[src/prs_params.svh]
// Constants for the power rail fault supervisor
`ifndef PRS_PARAMS_SVH
`define PRS_PARAMS_SVH
`define PRS_NCH          3
`define PRS_CLK_HZ       125000000
`define PRS_OC_WAIT_MS   200
`define PRS_SS_STEP_US   250
// Prescaler tick every 250 us (also base of the 200 ms restart wait)
`define PRS_TICK_CYC     ((`PRS_CLK_HZ / 1000000) * `PRS_SS_STEP_US)
`define PRS_OC_TICKS     ((`PRS_OC_WAIT_MS * 1000) / `PRS_SS_STEP_US)
`define PRS_ILIM_LO      5
`define PRS_ILIM_HI      0
`define PRS_ILIM_WM_HI   7
`define PRS_ILIM_WM_LO   6
`define PRS_TEMP_BASE_K  200
`define PRS_TEMP_STEP_K  5
`define PRS_TEMP_MAX_K   520
`define PRS_OTW_NARROW   7'h01
`define PRS_OTW_WIDE     7'h02
`define PRS_OV_LOW_TARG  8'h32
`define PRS_SS_DLY_HI    15
`define PRS_SS_DLY_LO    10
`define PRS_OC_WARN_STEP 6'h02
`endif

[src/prs_pkg.sv]
// Types for the power rail fault supervisor
package prs_pkg;
	typedef enum logic [1:0] {CH_OFF, CH_DELAY, CH_RUN, CH_OCWAIT} prs_ch_t;
	typedef logic [2:0] prs_mask_t;
endpackage

[src/prs_supervisor.sv]
// Fault supervision of input, temperature, and three output channels
`timescale 1ns/1ps
`default_nettype none
`include "prs_params.svh"
module prs_supervisor (
	input  wire logic                  clk_sys,
	input  wire logic                  rst_b,
	input  wire logic [7:0]            measured_input_voltage,
	input  wire logic [7:0]            input_warn_threshold,
	input  wire logic [7:0]            input_fault_threshold,
	input  wire logic                  input_restart_en,
	input  wire logic [6:0]            junction_temperature,
	input  wire logic [6:0]            thermal_shutdown_threshold,
	input  wire logic [6:0]            thermal_restart_threshold,
	input  wire logic                  temp_warn_wide,
	input  wire logic                  temp_restart_en,
	input  wire logic [23:0]           output_target_code,
	input  wire logic [23:0]           measured_output_voltage,
	input  wire logic [23:0]           overvoltage_threshold_select,
	input  wire logic [2:0]            ov_forced_mode,
	input  wire logic [7:0]            follower_config_low,
	input  wire logic [7:0]            follower_config_high,
	input  wire logic [23:0]           current_limit_config,
	input  wire logic [17:0]           current_sense_level,
	input  wire logic [47:0]           soft_start_config,
	input  wire logic [2:0]            channel_enable,
	input  wire logic [15:0]           gpio_route_select,
	output logic                       gpio_fault_out,
	output logic [7:0]                 volt_temp_flags,
	output logic [2:0]                 overcurrent_warning_flags,
	output logic [2:0]                 overcurrent_fault_flags,
	output logic [7:0]                 input_voltage_readback,
	output logic [9:0]                 junction_temp_kelvin,
	output prs_pkg::prs_mask_t         pulse_enable,
	output prs_pkg::prs_mask_t         low_side_gate
);
	import prs_pkg::*;

	localparam int TICK_CYC = `PRS_TICK_CYC;
	localparam int OC_TICKS = `PRS_OC_TICKS;

	// Per-channel follower mask; channel N's followers in low bits of nibble N
	function automatic prs_mask_t followers(input int ch);
		logic [15:0] cfg;
		cfg = {follower_config_high, follower_config_low};
		followers = cfg[ch*4 +: 3];
	endfunction

	// overvoltage trip level in 50mV target codes
	function automatic logic [8:0] ov_level(input logic [7:0] targ,
		input logic [7:0] sel);
		logic [8:0] ofs;
		ofs = 9'({6'h00, sel[1:0]} + 9'h003);
		if (targ > `PRS_OV_LOW_TARG)
			ofs = 9'(ofs << 1);
		ov_level = 9'({1'b0, targ} + ofs);
	endfunction

	logic        uv_flag_reg, uv_flag_next;
	logic        ot_flag_reg, ot_flag_next;
	logic        uv_fault, uv_warn, ot_fault, ot_warn;
	logic [6:0]  ot_margin;
	logic [17:0] tick_cnt_reg, tick_cnt_next;
	logic        tick;
	logic        global_off;
	prs_mask_t   ov_trip, oc_trip, ovf_reg, ovf_next, ocf_reg, ocf_next;
	prs_mask_t   ov_kill, oc_kill, forced_reg, forced_next, en_prev_reg;
	prs_mask_t   ocw, resume_reg, resume_next;
	prs_ch_t     st_reg [`PRS_NCH];
	prs_ch_t     st_next[`PRS_NCH];
	logic [10:0] cnt_reg [`PRS_NCH];
	logic [10:0] cnt_next[`PRS_NCH];

	assign uv_fault = measured_input_voltage < input_fault_threshold;
	assign uv_warn  = measured_input_voltage <= input_warn_threshold;
	assign ot_margin = temp_warn_wide ? `PRS_OTW_WIDE : `PRS_OTW_NARROW;
	assign ot_fault = junction_temperature >= thermal_shutdown_threshold;
	assign ot_warn  = 8'(junction_temperature) + 8'(ot_margin)
		>= 8'(thermal_shutdown_threshold);

	assign tick = tick_cnt_reg == 18'(TICK_CYC - 1);
	always_comb begin
		tick_cnt_next = tick ? 18'h00000 : 18'(tick_cnt_reg + 18'h00001);
	end

	always_comb begin
		uv_flag_next = uv_flag_reg;
		ot_flag_next = ot_flag_reg;
		// input fault latch, restart above warn level
		if (uv_fault)
			uv_flag_next = 1'b1;
		else if (input_restart_en && !uv_warn)
			uv_flag_next = 1'b0;
		// thermal latch, restart below restart level
		if (ot_fault)
			ot_flag_next = 1'b1;
		else if (temp_restart_en &&
			junction_temperature < thermal_restart_threshold)
			ot_flag_next = 1'b0;
	end
	assign global_off = uv_flag_reg | ot_flag_reg;

	genvar g;
	generate
		for (g = 0; g < `PRS_NCH; g++) begin : g_cmp
			logic [7:0] lim;
			logic [7:0] sense;
			logic [7:0] wm;
			assign lim = {2'h0, current_limit_config[g*8+`PRS_ILIM_LO -:
				6]};
			assign sense = {2'h0, current_sense_level[g*6 +: 6]};
			// margin of 10..40mV as 2..8 codes
			assign wm = 8'(({6'h00, current_limit_config[g*8+`PRS_ILIM_WM_HI
				-: 2]} + 8'h01) * 8'(`PRS_OC_WARN_STEP));
			assign ocw[g] = sense + wm >= lim;
			assign oc_trip[g] = sense >= lim;
			assign ov_trip[g] = {1'b0, measured_output_voltage[g*8 +: 8]}
				>= ov_level(output_target_code[g*8 +: 8],
				overvoltage_threshold_select[g*8 +: 8]);
		end
	endgenerate

	always_comb begin
		ov_kill = '0;
		oc_kill = '0;
		for (int c = 0; c < `PRS_NCH; c++) begin
			if (ov_trip[c] && st_reg[c] != CH_OFF)
				ov_kill = ov_kill | followers(c) | prs_mask_t'(1 << c);
			if (oc_trip[c] && st_reg[c] == CH_RUN)
				oc_kill = oc_kill | followers(c) | prs_mask_t'(1 << c);
		end
		ovf_next = ovf_reg;
		ocf_next = ocf_reg | oc_kill;
		forced_next = forced_reg;
		resume_next = resume_reg;
		for (int c = 0; c < `PRS_NCH; c++) begin
			// flag raised once the channel is off
			if (ov_trip[c] && st_reg[c] == CH_OFF)
				ovf_next[c] = 1'b1;
			// forced low gate held until re-enable
			if (ov_kill[c] && ov_forced_mode[c])
				forced_next[c] = 1'b1;
			// resume channels stopped by a global fault
			if (global_off && st_reg[c] != CH_OFF)
				resume_next[c] = 1'b1;
			if (!channel_enable[c] || ov_kill[c])
				resume_next[c] = 1'b0;
			if (channel_enable[c] && !en_prev_reg[c]) begin
				ovf_next[c] = ovf_next[c] & ov_trip[c];
				ocf_next[c] = oc_kill[c];
				forced_next[c] = ov_kill[c] & ov_forced_mode[c];
			end
		end
		for (int c = 0; c < `PRS_NCH; c++) begin
			st_next[c] = st_reg[c];
			cnt_next[c] = cnt_reg[c];
			case (st_reg[c])
			CH_OFF: begin
				if (channel_enable[c] && !global_off &&
					(!en_prev_reg[c] || resume_reg[c])) begin
					st_next[c] = CH_DELAY;
					cnt_next[c] = '0;
					resume_next[c] = 1'b0;
				end
			end
			CH_DELAY: begin
				if (11'(soft_start_config[c*16+`PRS_SS_DLY_HI -: 6]) <=
					cnt_reg[c])
					st_next[c] = CH_RUN;
				else if (tick)
					cnt_next[c] = 11'(cnt_reg[c] + 11'h001);
			end
			CH_RUN: ;
			CH_OCWAIT: begin
				if (cnt_reg[c] >= 11'(OC_TICKS)) begin
					st_next[c] = CH_DELAY;
					cnt_next[c] = '0;
				end else if (tick)
					cnt_next[c] = 11'(cnt_reg[c] + 11'h001);
			end
			default: st_next[c] = CH_OFF;
			endcase
			// global shutdown; ovp keeps channel off
			if (global_off || ov_kill[c] || !channel_enable[c]) begin
				st_next[c] = CH_OFF;
			end else if (oc_kill[c]) begin
				st_next[c] = CH_OCWAIT;
				cnt_next[c] = '0;
			end
		end
	end

	always_ff @(posedge clk_sys or negedge rst_b) begin
		if (!rst_b) begin
			uv_flag_reg <= 1'b0;
			ot_flag_reg <= 1'b0;
			tick_cnt_reg <= '0;
			ovf_reg <= '0;
			ocf_reg <= '0;
			forced_reg <= '0;
			en_prev_reg <= '0;
			resume_reg <= '0;
			for (int c = 0; c < `PRS_NCH; c++) begin
				st_reg[c] <= CH_OFF;
				cnt_reg[c] <= '0;
			end
		end else begin
			uv_flag_reg <= uv_flag_next;
			ot_flag_reg <= ot_flag_next;
			tick_cnt_reg <= tick_cnt_next;
			ovf_reg <= ovf_next;
			ocf_reg <= ocf_next;
			forced_reg <= forced_next;
			en_prev_reg <= channel_enable;
			resume_reg <= resume_next;
			for (int c = 0; c < `PRS_NCH; c++) begin
				st_reg[c] <= st_next[c];
				cnt_reg[c] <= cnt_next[c];
			end
		end
	end

	logic [7:0]  flags_next;
	logic        gpio_next;
	logic [15:0] cond;
	logic [9:0]  tk_next;
	always_comb begin
		// thermal fault also raises warning bit
		flags_next = {ovf_reg, uv_warn, uv_flag_reg, 1'b0,
			ot_warn | ot_flag_reg, ot_flag_reg};
		cond = {2'h0, ocw, ocf_reg, flags_next};
		gpio_next = |(cond & gpio_route_select);
		// kelvin readback; codes past 520 K clamp there
		tk_next = 10'(`PRS_TEMP_BASE_K) + 10'(junction_temperature) *
			10'(`PRS_TEMP_STEP_K);
		if (tk_next > 10'(`PRS_TEMP_MAX_K))
			tk_next = 10'(`PRS_TEMP_MAX_K);
	end

	always_ff @(posedge clk_sys or negedge rst_b) begin
		if (!rst_b) begin
			volt_temp_flags <= '0;
			overcurrent_warning_flags <= '0;
			overcurrent_fault_flags <= '0;
			input_voltage_readback <= '0;
			junction_temp_kelvin <= '0;
			gpio_fault_out <= 1'b0;
			pulse_enable <= '0;
			low_side_gate <= '0;
		end else begin
			volt_temp_flags <= flags_next;
			overcurrent_warning_flags <= ocw;
			overcurrent_fault_flags <= ocf_reg;
			input_voltage_readback <= measured_input_voltage;
			junction_temp_kelvin <= tk_next;
			gpio_fault_out <= gpio_next;
			for (int c = 0; c < `PRS_NCH; c++) begin
				pulse_enable[c] <= st_reg[c] == CH_RUN;
				low_side_gate[c] <= forced_reg[c];
			end
		end
	end

	a_ocwait_no_pulse:
		assert property (@(posedge clk_sys) disable iff (!rst_b)
		st_reg[2] == CH_OCWAIT |=> !pulse_enable[2])
		else $error("pulses during restart wait");
	a_uv_all_off:
		assert property (@(posedge clk_sys) disable iff (!rst_b)
		uv_flag_reg |=> ##1 pulse_enable == 3'h0)
		else $error("channel on during input fault");
	a_ot_both_bits:
		assert property (@(posedge clk_sys) disable iff (!rst_b)
		ot_flag_reg |=> volt_temp_flags[1:0] == 2'b11)
		else $error("thermal bits missing");
	a_ov_flag_set:
		assert property (@(posedge clk_sys) disable iff (!rst_b)
		ov_trip[0] && st_reg[0] == CH_OFF |=> ovf_reg[0])
		else $error("ov flag not set");
	a_ov_follow_off:
		assert property (@(posedge clk_sys) disable iff (!rst_b)
		ov_kill[1] |=> st_reg[1] == CH_OFF)
		else $error("follower not off");
	a_forced_gate:
		assert property (@(posedge clk_sys) disable iff (!rst_b)
		ov_kill[0] && ov_forced_mode[0] |=> ##1 low_side_gate[0])
		else $error("low gate not forced");
	a_oc_warn_track:
		assert property (@(posedge clk_sys) disable iff (!rst_b)
		1'b1 |=> overcurrent_warning_flags == $past(ocw))
		else $error("oc warning mismatch");
	a_oc_flag_set:
		assert property (@(posedge clk_sys) disable iff (!rst_b)
		oc_kill[2] |=> ocf_reg[2] && st_reg[2] != CH_RUN)
		else $error("oc fault not handled");
	c_oc_restart: cover property (@(posedge clk_sys)
		st_reg[0] == CH_OCWAIT ##1 st_reg[0] == CH_DELAY);
	c_uv_fault: cover property (@(posedge clk_sys) uv_flag_reg);
	c_ov_trip: cover property (@(posedge clk_sys) |ov_kill);
endmodule
`default_nettype wire

[config.mk]
export PLATFORM = sky130hd
export DESIGN_NAME = prs_supervisor
export DESIGN_NICKNAME = d
export VERILOG_FILES = /design/src/prs_pkg.sv /design/src/prs_supervisor.sv
export VERILOG_INCLUDE_DIRS = /design/src /design/src/src
export SDC_FILE = /design/constraint.sdc
export NUM_CORES = 1
export LEC_CHECK = 0
export BUFFER_PORTS_ARGS = -buffer_cell sky130_fd_sc_hd__buf_2
export CAP_MARGIN = 20
export CORE_MARGIN = 2
export CORE_UTILIZATION = 57
export DETAILED_ROUTE_END_ITERATION = 10
export HOLD_SLACK_MARGIN = 0.15
export PLACE_DENSITY = 0.92
export SYNTH_ARGS = -nofsm -noshare
export SYNTH_HDL_FRONTEND = slang
export SYNTH_SLANG_ARGS = --single-unit
[constraint.sdc]
create_clock -name clk_sys -period 5.8 [get_ports clk_sys]
set_input_delay 0.29 -clock clk_sys [delete_from_list [all_inputs] [get_ports clk_sys]]
set_output_delay 0.29 -clock clk_sys [all_outputs]
set_load 0.05 [all_outputs]
After elaboration in Yosys (flattened, before gate mapping)
Index checks and enable logic that the tools add are counted.

storage, ports and cells
  input port bits = 250
  flip-flop bits (word level) = 112

operators by class
  bitwise logic cells = 14
  $mul = 1
  $lt $le $gt $ge = 24
  reduce and logical (&&, ||, !) cells = 64
  eq/ne operators = 19
  muxes and demuxes = 82
  add/sub/neg operators = 18

operators with widths
  kind                                                    count
  2-to-1 mux 11 bit                                       18
  case mux 11 bit (3 select lines)                        3
  adder 11 x 1 -> 11 bit (second input constant)          3
  >= comparator 11 x 10 -> 1 bit (second input constant)  3
  <= comparator 6 x 11 -> 1 bit                           3
  2-to-1 mux 2 bit                                        16
  2-to-1 mux 1 bit                                        31
  adder 8 x 9 -> 9 bit                                    3
  >= comparator 8 x 9 -> 1 bit                            3
  logical AND 1 bit                                       26
  > comparator 8 x 6 -> 1 bit (second input constant)     3
  inequality test 4 bit (second input constant)           6
  adder 6 x 4 -> 7 bit                                    3
  >= comparator 7 x 6 -> 1 bit                            3
  adder 18 x 1 -> 18 bit (second input constant)          1
  == test 18 x 15 -> 1 bit (second input constant)        1
  >= comparator 6 bit                                     3
  2-to-1 mux 18 bit                                       1
  2-to-1 mux 3 bit                                        6
  case mux 2 bit (3 select lines)                         3
  bitwise AND 14 x 16 -> 16 bit                           1
  nonzero test 2 bit                                      8
  OR reduction 16 bit                                     1
  nonzero test 5 bit                                      3
  other kinds (24)                                        70

Depth between registers and ports, before layout
Gate-level depths: netlist (run 1).

  depth in word-level cells = 14
  depth in mapped cells = 19
  gate-level depth less buffers = 18

Worst setup path before layout (run 1)
OpenSTA, ideal clock, no wires.

  kind = in2reg
  start = input port output_target_code[13]
  end = register cnt_reg[22] in the netlist's numbering
  required time = 5.677 ns
  data arrival time = 3.631 ns
  cell stages on the path = 18
  setup slack = 2.046 ns
  path through = nand2_1 o21ai_0 mux2i_1 ha_1 a21o_1 a21oi_1 nor2b_1 o21ai_0 xor2_1 ha_1 nand3_1 nand2_1 a41oi_1 a21oi_1 a221o_1 nor3_2 buf_2 nor2_1

RTL lines
  what                            RTL line               RTL
  start: declaration              prs_supervisor.sv:17   input wire logic [23:0] output_target_code,
  end signal: indexed assignment  prs_supervisor.sv:218  cnt_reg[c] <= cnt_next[c];
  end: declaration                prs_supervisor.sv:71   logic [10:0] cnt_reg [`PRS_NCH];

==> out/metrics.yaml, run 1 <==
drt:
  wl_microns: 24390
  vias_per_cell: 5.770
  num_vias: 8678
  drt-wirelength-per-cell_microns: 16.22
  drt_iter0_drc: 687
  antenna_left: 0
  drc: 0
  firstDrtPassIters: 5
cts:
  htree_levels: 3
  post-cts-setup-buffer-count: 0
  clock-root-buffer: "clkbuf_16"
  clockBufferDepth: 2
  cts_sinks: 112
  path_clk_slew_ns: 0.08
  cts_tree: "built"
  worstSkewPairLatency_ns: 0.36
  cts_resized: 0
  numCtsBuffers: 9
finish:
  nFillCells: 1217
  num-nets-final: 1701
  drive_gt1_share_pct: 21.23
  syn_to_final_growth_pct: 19.25
  largest_reg_flops: 33
  fin_area_sq_um: 11210
  final_cells: 1504
  utilization_pct: 70.03
timing:
  hold_violations: 0
  finClkSkew_ns: 0.01496
  slew_headroom_pct: 38.50
  fmax_mhz: 225.7
  setup_slack_ns: 1.370
  final.min_clock_period_ns: 4.430
  slew_violations: 0
  timing.final.crit_share_pct: 76.38
  hold-worst-slack_ns: 0.1675
  worst_pin_slew_ns: 0.9182
  tns_ns: 0
  rsz0062_at_grt: "no"
  setup_viol: 0
yosys:
  synth-main-ff-cell: "dfrtp_1"
  syn_area_sq_um: 9397
  yosysWarnings: 0
  postSynth.asyncResetShare_pct: 100.0
  ys_ff_latch: 112
  synth_nets: 1462
  netlist_instances: 1042
  synth_edf_count: 0
  ys_types: 80
  avgSynthCellArea_sq_um: 9.018
  ys_seq_area_share_pct: 29.83
floorplanning:
  num_rows: 46
  start_util_pct: 58.73
  num_io_pins: 289
  fp.dieW_microns: 132.4
  coreArea_sq_um: 16000
  die_area_sq_um: 17530
  fp.dieH_microns: 132.4
placement:
  finalWeightedCongestion: 0.8982
  port_buffers: 226
  hpwl_microns: 19280
  dpl.cell_count: 1474
  placed_cell_area_sq_um: 10770
  place_ws_ns: 1.067
global_routing:
  grt_max_degree: 61
  grt.total_usage_pct: 28.43
  grt_pass1_wl_microns: 41090
  grt-ovfl-total: 0
  grt_pass1_vias: 8715
  antenna_found_initial: 2
worst_setup_path:
  ff2ff_setup_slack_ns: 2.97
  crit_path_end_kind: "register"
  r2r_start: "tick_cnt_reg[6]$_DFF_PN0_"
  worstPathRequired_ns: 6.01
  cp_max_fo: 11
  worstSetupPathType: "primary input to register"
  arrival_ns: 4.64
  r2r-end: "cnt_reg[30]$_DFF_PN0_"
  ff2ff_path_depth: 7
  worstSetupStartpointType: "primary input"
worst_hold_path:
  hp-start: "ov_forced_mode[0]"
  worstHoldPathCells: 2
  hold_end: "forced_reg[0]$_DFFE_PN0P_"
  hp-class: "primary input to register"
flow_run:
  max_cap_viol_count: 0
power:
  power.density_nw_per_um2: 202.8
  p_total_mw: 2.273
  vdd_ir_drop_max_uv: 139.3
  p_leak_nw: 5.790
status:
  outcome: "completed"
synthesized netlist by cell type, drive strengths merged, types with 14 or more instances:
cell type / instances / share of area (%)
nor2b: 24 / 1.6
nor2: 73 / 2.9
ha: 160 / 21
a21o: 36 / 2.9
nor3: 25 / 1.6
nand4: 20 / 1.3
a31oi: 16 / 1.2
xor2: 21 / 2.0
a21oi: 76 / 4.1
xnor2: 31 / 2.9
o21ai: 51 / 2.8
dfrtp: 112 / 30
inv: 128 / 5.1
nand2: 58 / 2.3
nand2b: 14 / 0.93
nand3: 26 / 1.4
where the power goes:
part	leakage (nW)	switching, mW	total (mW)	internal, mW
Combinational	4.19	0.454	0.738	0.284
Sequential	1.44	0.0342	0.867	0.833
Clock	0.155	0.302	0.667	0.365
Total	5.79	0.790	2.27	1.48
logic make-up (layout without fill, tap and decap cells):
| family | after synthesis | after routing | share of synthesized area, % |
|---|---|---|---|
| simple gates | 295 | 295 | 16.54 |
| compound gates | 261 | 261 | 18.55 |
| fa+ha+maj | 173 | 173 | 23.75 |
| buf+inv | 142 | 386 | 5.806 |
| flops | 112 | 112 | 29.83 |
| xor+xnor | 52 | 52 | 4.847 |
| mux | 6 | 6 | 0.6392 |
| other cells | 1 | 3 | 0.03991 |
final cells by class:
type / instances / area (sq um) / share of cell area (%)
Timing Repair Buffer: 242 / 1284 / 11.46
Multi-Input combinational cell: 788 / 6048 / 53.98
Sequential cell: 112 / 2803 / 25.01
Antenna cell: 2 / 5.005 / 0.04466
Inverter: 128 / 480.5 / 4.288
Tap cell: 216 / 270.3 / 2.412
Clock inverter: 4 / 58.81 / 0.5248
Clock buffer: 12 / 256.5 / 2.289
what timing repair did:
item | CTS | global route
endpoints found under the hold margin | 70 | 0
hold buffers | 12 | 0
setup endpoints to repair | 0 | 0
routing by layer:
metal	GRT usage (%)	vias to the layer above	routed length (microns)
met5	0	-	0
met4	11.41	0	827
met3	5.190	78	1462
li1	-	4187	-
met1	34.48	4061	9870
met2	49.88	352	12230
how the worst max path moves through the flow:
stage,start,to,slack (ns),depth (start not counted)
2_1_floorplan,output_target_code[13],cnt_reg[22]$_DFF_PN0_,2.05,18
3_3_place_gp,output_target_code[20],cnt_reg[30]$_DFF_PN0_,1.28,18
3_5_place_dp,output_target_code[13],cnt_reg[27]$_DFF_PN0_,1.07,18
4_1_cts,output_target_code[13],cnt_reg[27]$_DFF_PN0_,1.42,18
5_1_grt,output_target_code[13],cnt_reg[27]$_DFF_PN0_,0.98,19
6_report,output_target_code[13],cnt_reg[22]$_DFF_PN0_,1.37,18
worst max-delay path, cell delays in order:
cell     delay, ns
buf_2         0.12
nand2_1       0.09
o21ai_0       0.45
mux2i_1       0.34
ha_1          0.29
a21o_1        0.18
a21oi_1       0.23
nor2b_1       0.07
o21ai_0       0.33
xor2_1        0.20
ha_1          0.27
nand3_1       0.10
nand2_1       0.05
a41oi_1       0.21
a21oi_1       0.17
a221o_1       0.46
nor3_2        0.66
nor2_1        0.13
cells in the final DEF (no fill, tap or decap), types with 31 or more instances in the layout:
master	instances
buf_2	225
ha_1	160
inv_1	128
dfrtp_1	112
a21oi_1	75
nor2_1	73
nand2_1	58
o21ai_0	50
a21o_1	36
xnor2_1	31
(Power assumes the default switching activity.)
==> inputs of run 2 (changes only) <==
--- a/config.mk
+++ b/config.mk
@@ -9,10 +9,10 @@
 export BUFFER_PORTS_ARGS = -buffer_cell sky130_fd_sc_hd__buf_2
 export CAP_MARGIN = 20
 export CORE_MARGIN = 2
-export CORE_UTILIZATION = 57
+export CORE_UTILIZATION = 53
 export DETAILED_ROUTE_END_ITERATION = 10
 export HOLD_SLACK_MARGIN = 0.15
-export PLACE_DENSITY = 0.92
+export PLACE_DENSITY = 0.87
 export SYNTH_ARGS = -nofsm -noshare
 export SYNTH_HDL_FRONTEND = slang
 export SYNTH_SLANG_ARGS = --single-unit
==> constraint.sdc (replaced) <==
create_clock -name clk_sys -period 4.5 [get_ports clk_sys]
set_input_delay 0.225 -clock clk_sys [delete_from_list [all_inputs] [get_ports clk_sys]]
set_output_delay 0.225 -clock clk_sys [all_outputs]
set_load 0.05 [all_outputs]
==> run 2 against run 1 <==
Against the previous run: setup slack lost 0.92 ns; clock skew is essentially flat; hold slack gained 0.045 ns; total power grew 26%; first-iteration DRC count shrank 23%; sequential share of layout area shrank 0.10 points; via count is essentially flat; register-to-register slack lost 1.3 ns; sequential cell count is the same; critical path depth grew 1; global-route usage shrank 1.8 points; combinational power grew 29%; largest power group unchanged.
==> out/metrics.yaml, run 2 (synthesis results as in run 1) <==
floorplanning:
  die_area_sq_um: 18810
  coreArea_sq_um: 17300
  fp.dieH_microns: 137.2
  num_rows: 48
  start_util_pct: 54.33
  fp.dieW_microns: 137.2
  num_io_pins: 289
finish:
  num-nets-final: 1709
  final_cell_mix: "buf_2, ha_1, inv_1, dfrtp_1, a21oi_1"
  largest_reg_flops: 33
  final_common_cell: "buf_2"
  syn_to_final_growth_pct: 19.75
  fin_area_sq_um: 11250
  utilization_pct: 65.05
  final_cells: 1520
  drive_gt1_share_pct: 21.17
worst_setup_path:
  r2r_start: "cnt_reg[24]$_DFF_PN0_"
  arrival_ns: 4.34
  crit_path_end_kind: "register"
  ff2ff_setup_slack_ns: 1.68
  crit_path_cell_trace: "buf_2, nand2_1, o21ai_0, mux2i_1, ha_1, a21o_1, a21oi_1, nor2b_1, o2111ai_1, xor2_1, ha_1, nand3_1, nor2_1, a21oi_1, a211oi_1, a221o_1, nor3_1, buf_4, a21oi_1"
  ff2ff_path_depth: 9
  critPathBufInv: 2
  slowest_delay_ns: 0.59
  cp_max_fo: 11
  worstPathRequired_ns: 4.78
  worstSetupStartpointType: "primary input"
  cpMaxStageDelayCell: "a211oi_1"
  cpLargestDelayFamily: "compound AO/OA/AOI/OAI gates"
  r2r-end: "cnt_reg[28]$_DFF_PN0_"
  worstSetupPathType: "primary input to register"
  crit_path_frequent_cell: "a21oi_1"
drt:
  wl_microns: 24500
  firstDrtPassIters: 6
  antenna_left: 0
  drc: 0
  drt_iter0_drc: 531
  vias_per_cell: 5.711
  drt-wirelength-per-cell_microns: 16.12
  num_vias: 8681
worst_hold_path:
  worstHoldPathCells: 3
  hold_end: "ocf_reg[1]$_DFF_PN0_"
  hp-class: "primary input to register"
  hp-start: "follower_config_low[1]"
cts:
  cts_hold_buf: 18
  numCtsBuffers: 9
  clock-root-buffer: "clkbuf_16"
  cts_resized: 0
  htree_levels: 3
  post-cts-setup-buffer-count: 0
  cts_sinks: 112
  clockBufferDepth: 2
  path_clk_slew_ns: 0.08
  worstSkewPairLatency_ns: 0.36
  cts_tree: "built"
timing:
  timing.final.crit_share_pct: 90.04
  worst_pin_slew_ns: 0.9585
  setup_viol: 0
  hold_violations: 0
  setup_slack_ns: 0.4482
  final.min_clock_period_ns: 4.052
  slew_headroom_pct: 36.10
  finClkSkew_ns: 0.01531
  fmax_mhz: 246.8
  tns_ns: 0
  slew_violations: 0
  hold-worst-slack_ns: 0.2120
  rsz0062_at_grt: "no"
placement:
  dpl.cell_count: 1485
  hpwl_microns: 19420
  place_ws_ns: 0.08062
  placed_cell_area_sq_um: 10790
  finalWeightedCongestion: 0.9241
  port_buffers: 226
global_routing:
  grt_pass1_wl_microns: 40120
  grt.total_usage_pct: 26.65
  grt_max_degree: 75
  antenna_found_initial: 1
  grt-ovfl-total: 0
  grt_pass1_vias: 8694
power:
  power.density_nw_per_um2: 254.3
  vdd_ir_drop_max_uv: 251.5
  p_leak_nw: 5.800
  p_total_mw: 2.861
flow_run:
  max_cap_viol_count: 0
status:
  outcome: "completed"
## run 2: where the power goes
part	internal (mW)	switching [mW]	total (mW)
Combinational	0.371	0.584	0.955
Clock	0.387	0.401	0.788
Sequential	1.07	0.0448	1.12
## run 2: worst max path at each step
stage | depth (start not counted) | start | slack [ns] | end
floorplan | 18 | output_target_code[13] | 0.81 | cnt_reg[22]$_DFF_PN0_
global placement | 19 | output_target_code[21] | 0.23 | cnt_reg[25]$_DFF_PN0_
detailed placement | 19 | output_target_code[21] | 0.08 | cnt_reg[15]$_DFF_PN0_
CTS | 19 | output_target_code[21] | 0.46 | cnt_reg[15]$_DFF_PN0_
global route | 19 | output_target_code[20] | 0.04 | cnt_reg[6]$_DFF_PN0_
finish | 19 | output_target_code[21] | 0.45 | cnt_reg[15]$_DFF_PN0_
## run 2: metal layers
metal | vias up | wire length (microns) | track usage (%)
li1 | 4198 | - | -
met5 | - | 0 | 0
met4 | 0 | 583 | 8.935
met3 | 53 | 1507 | 4.704
met2 | 313 | 12010 | 46.82
met1 | 4117 | 10400 | 32.99
## run 2: cell type report
type	count	area [sq um]
inverter	128	480.5
timing repair buffer	250	1359
multi-input combinational	788	6048
clock buffer	11	232.7
clock inverter	5	45.04
tap	225	281.5
sequential	112	2803
antenna	1	2.502
fill	1393	6045
## run 2: worst min-delay path, stage by stage
cell,delay (ns)
buf_2,0.09
a31oi_1,0.15
nand2_1,0.07
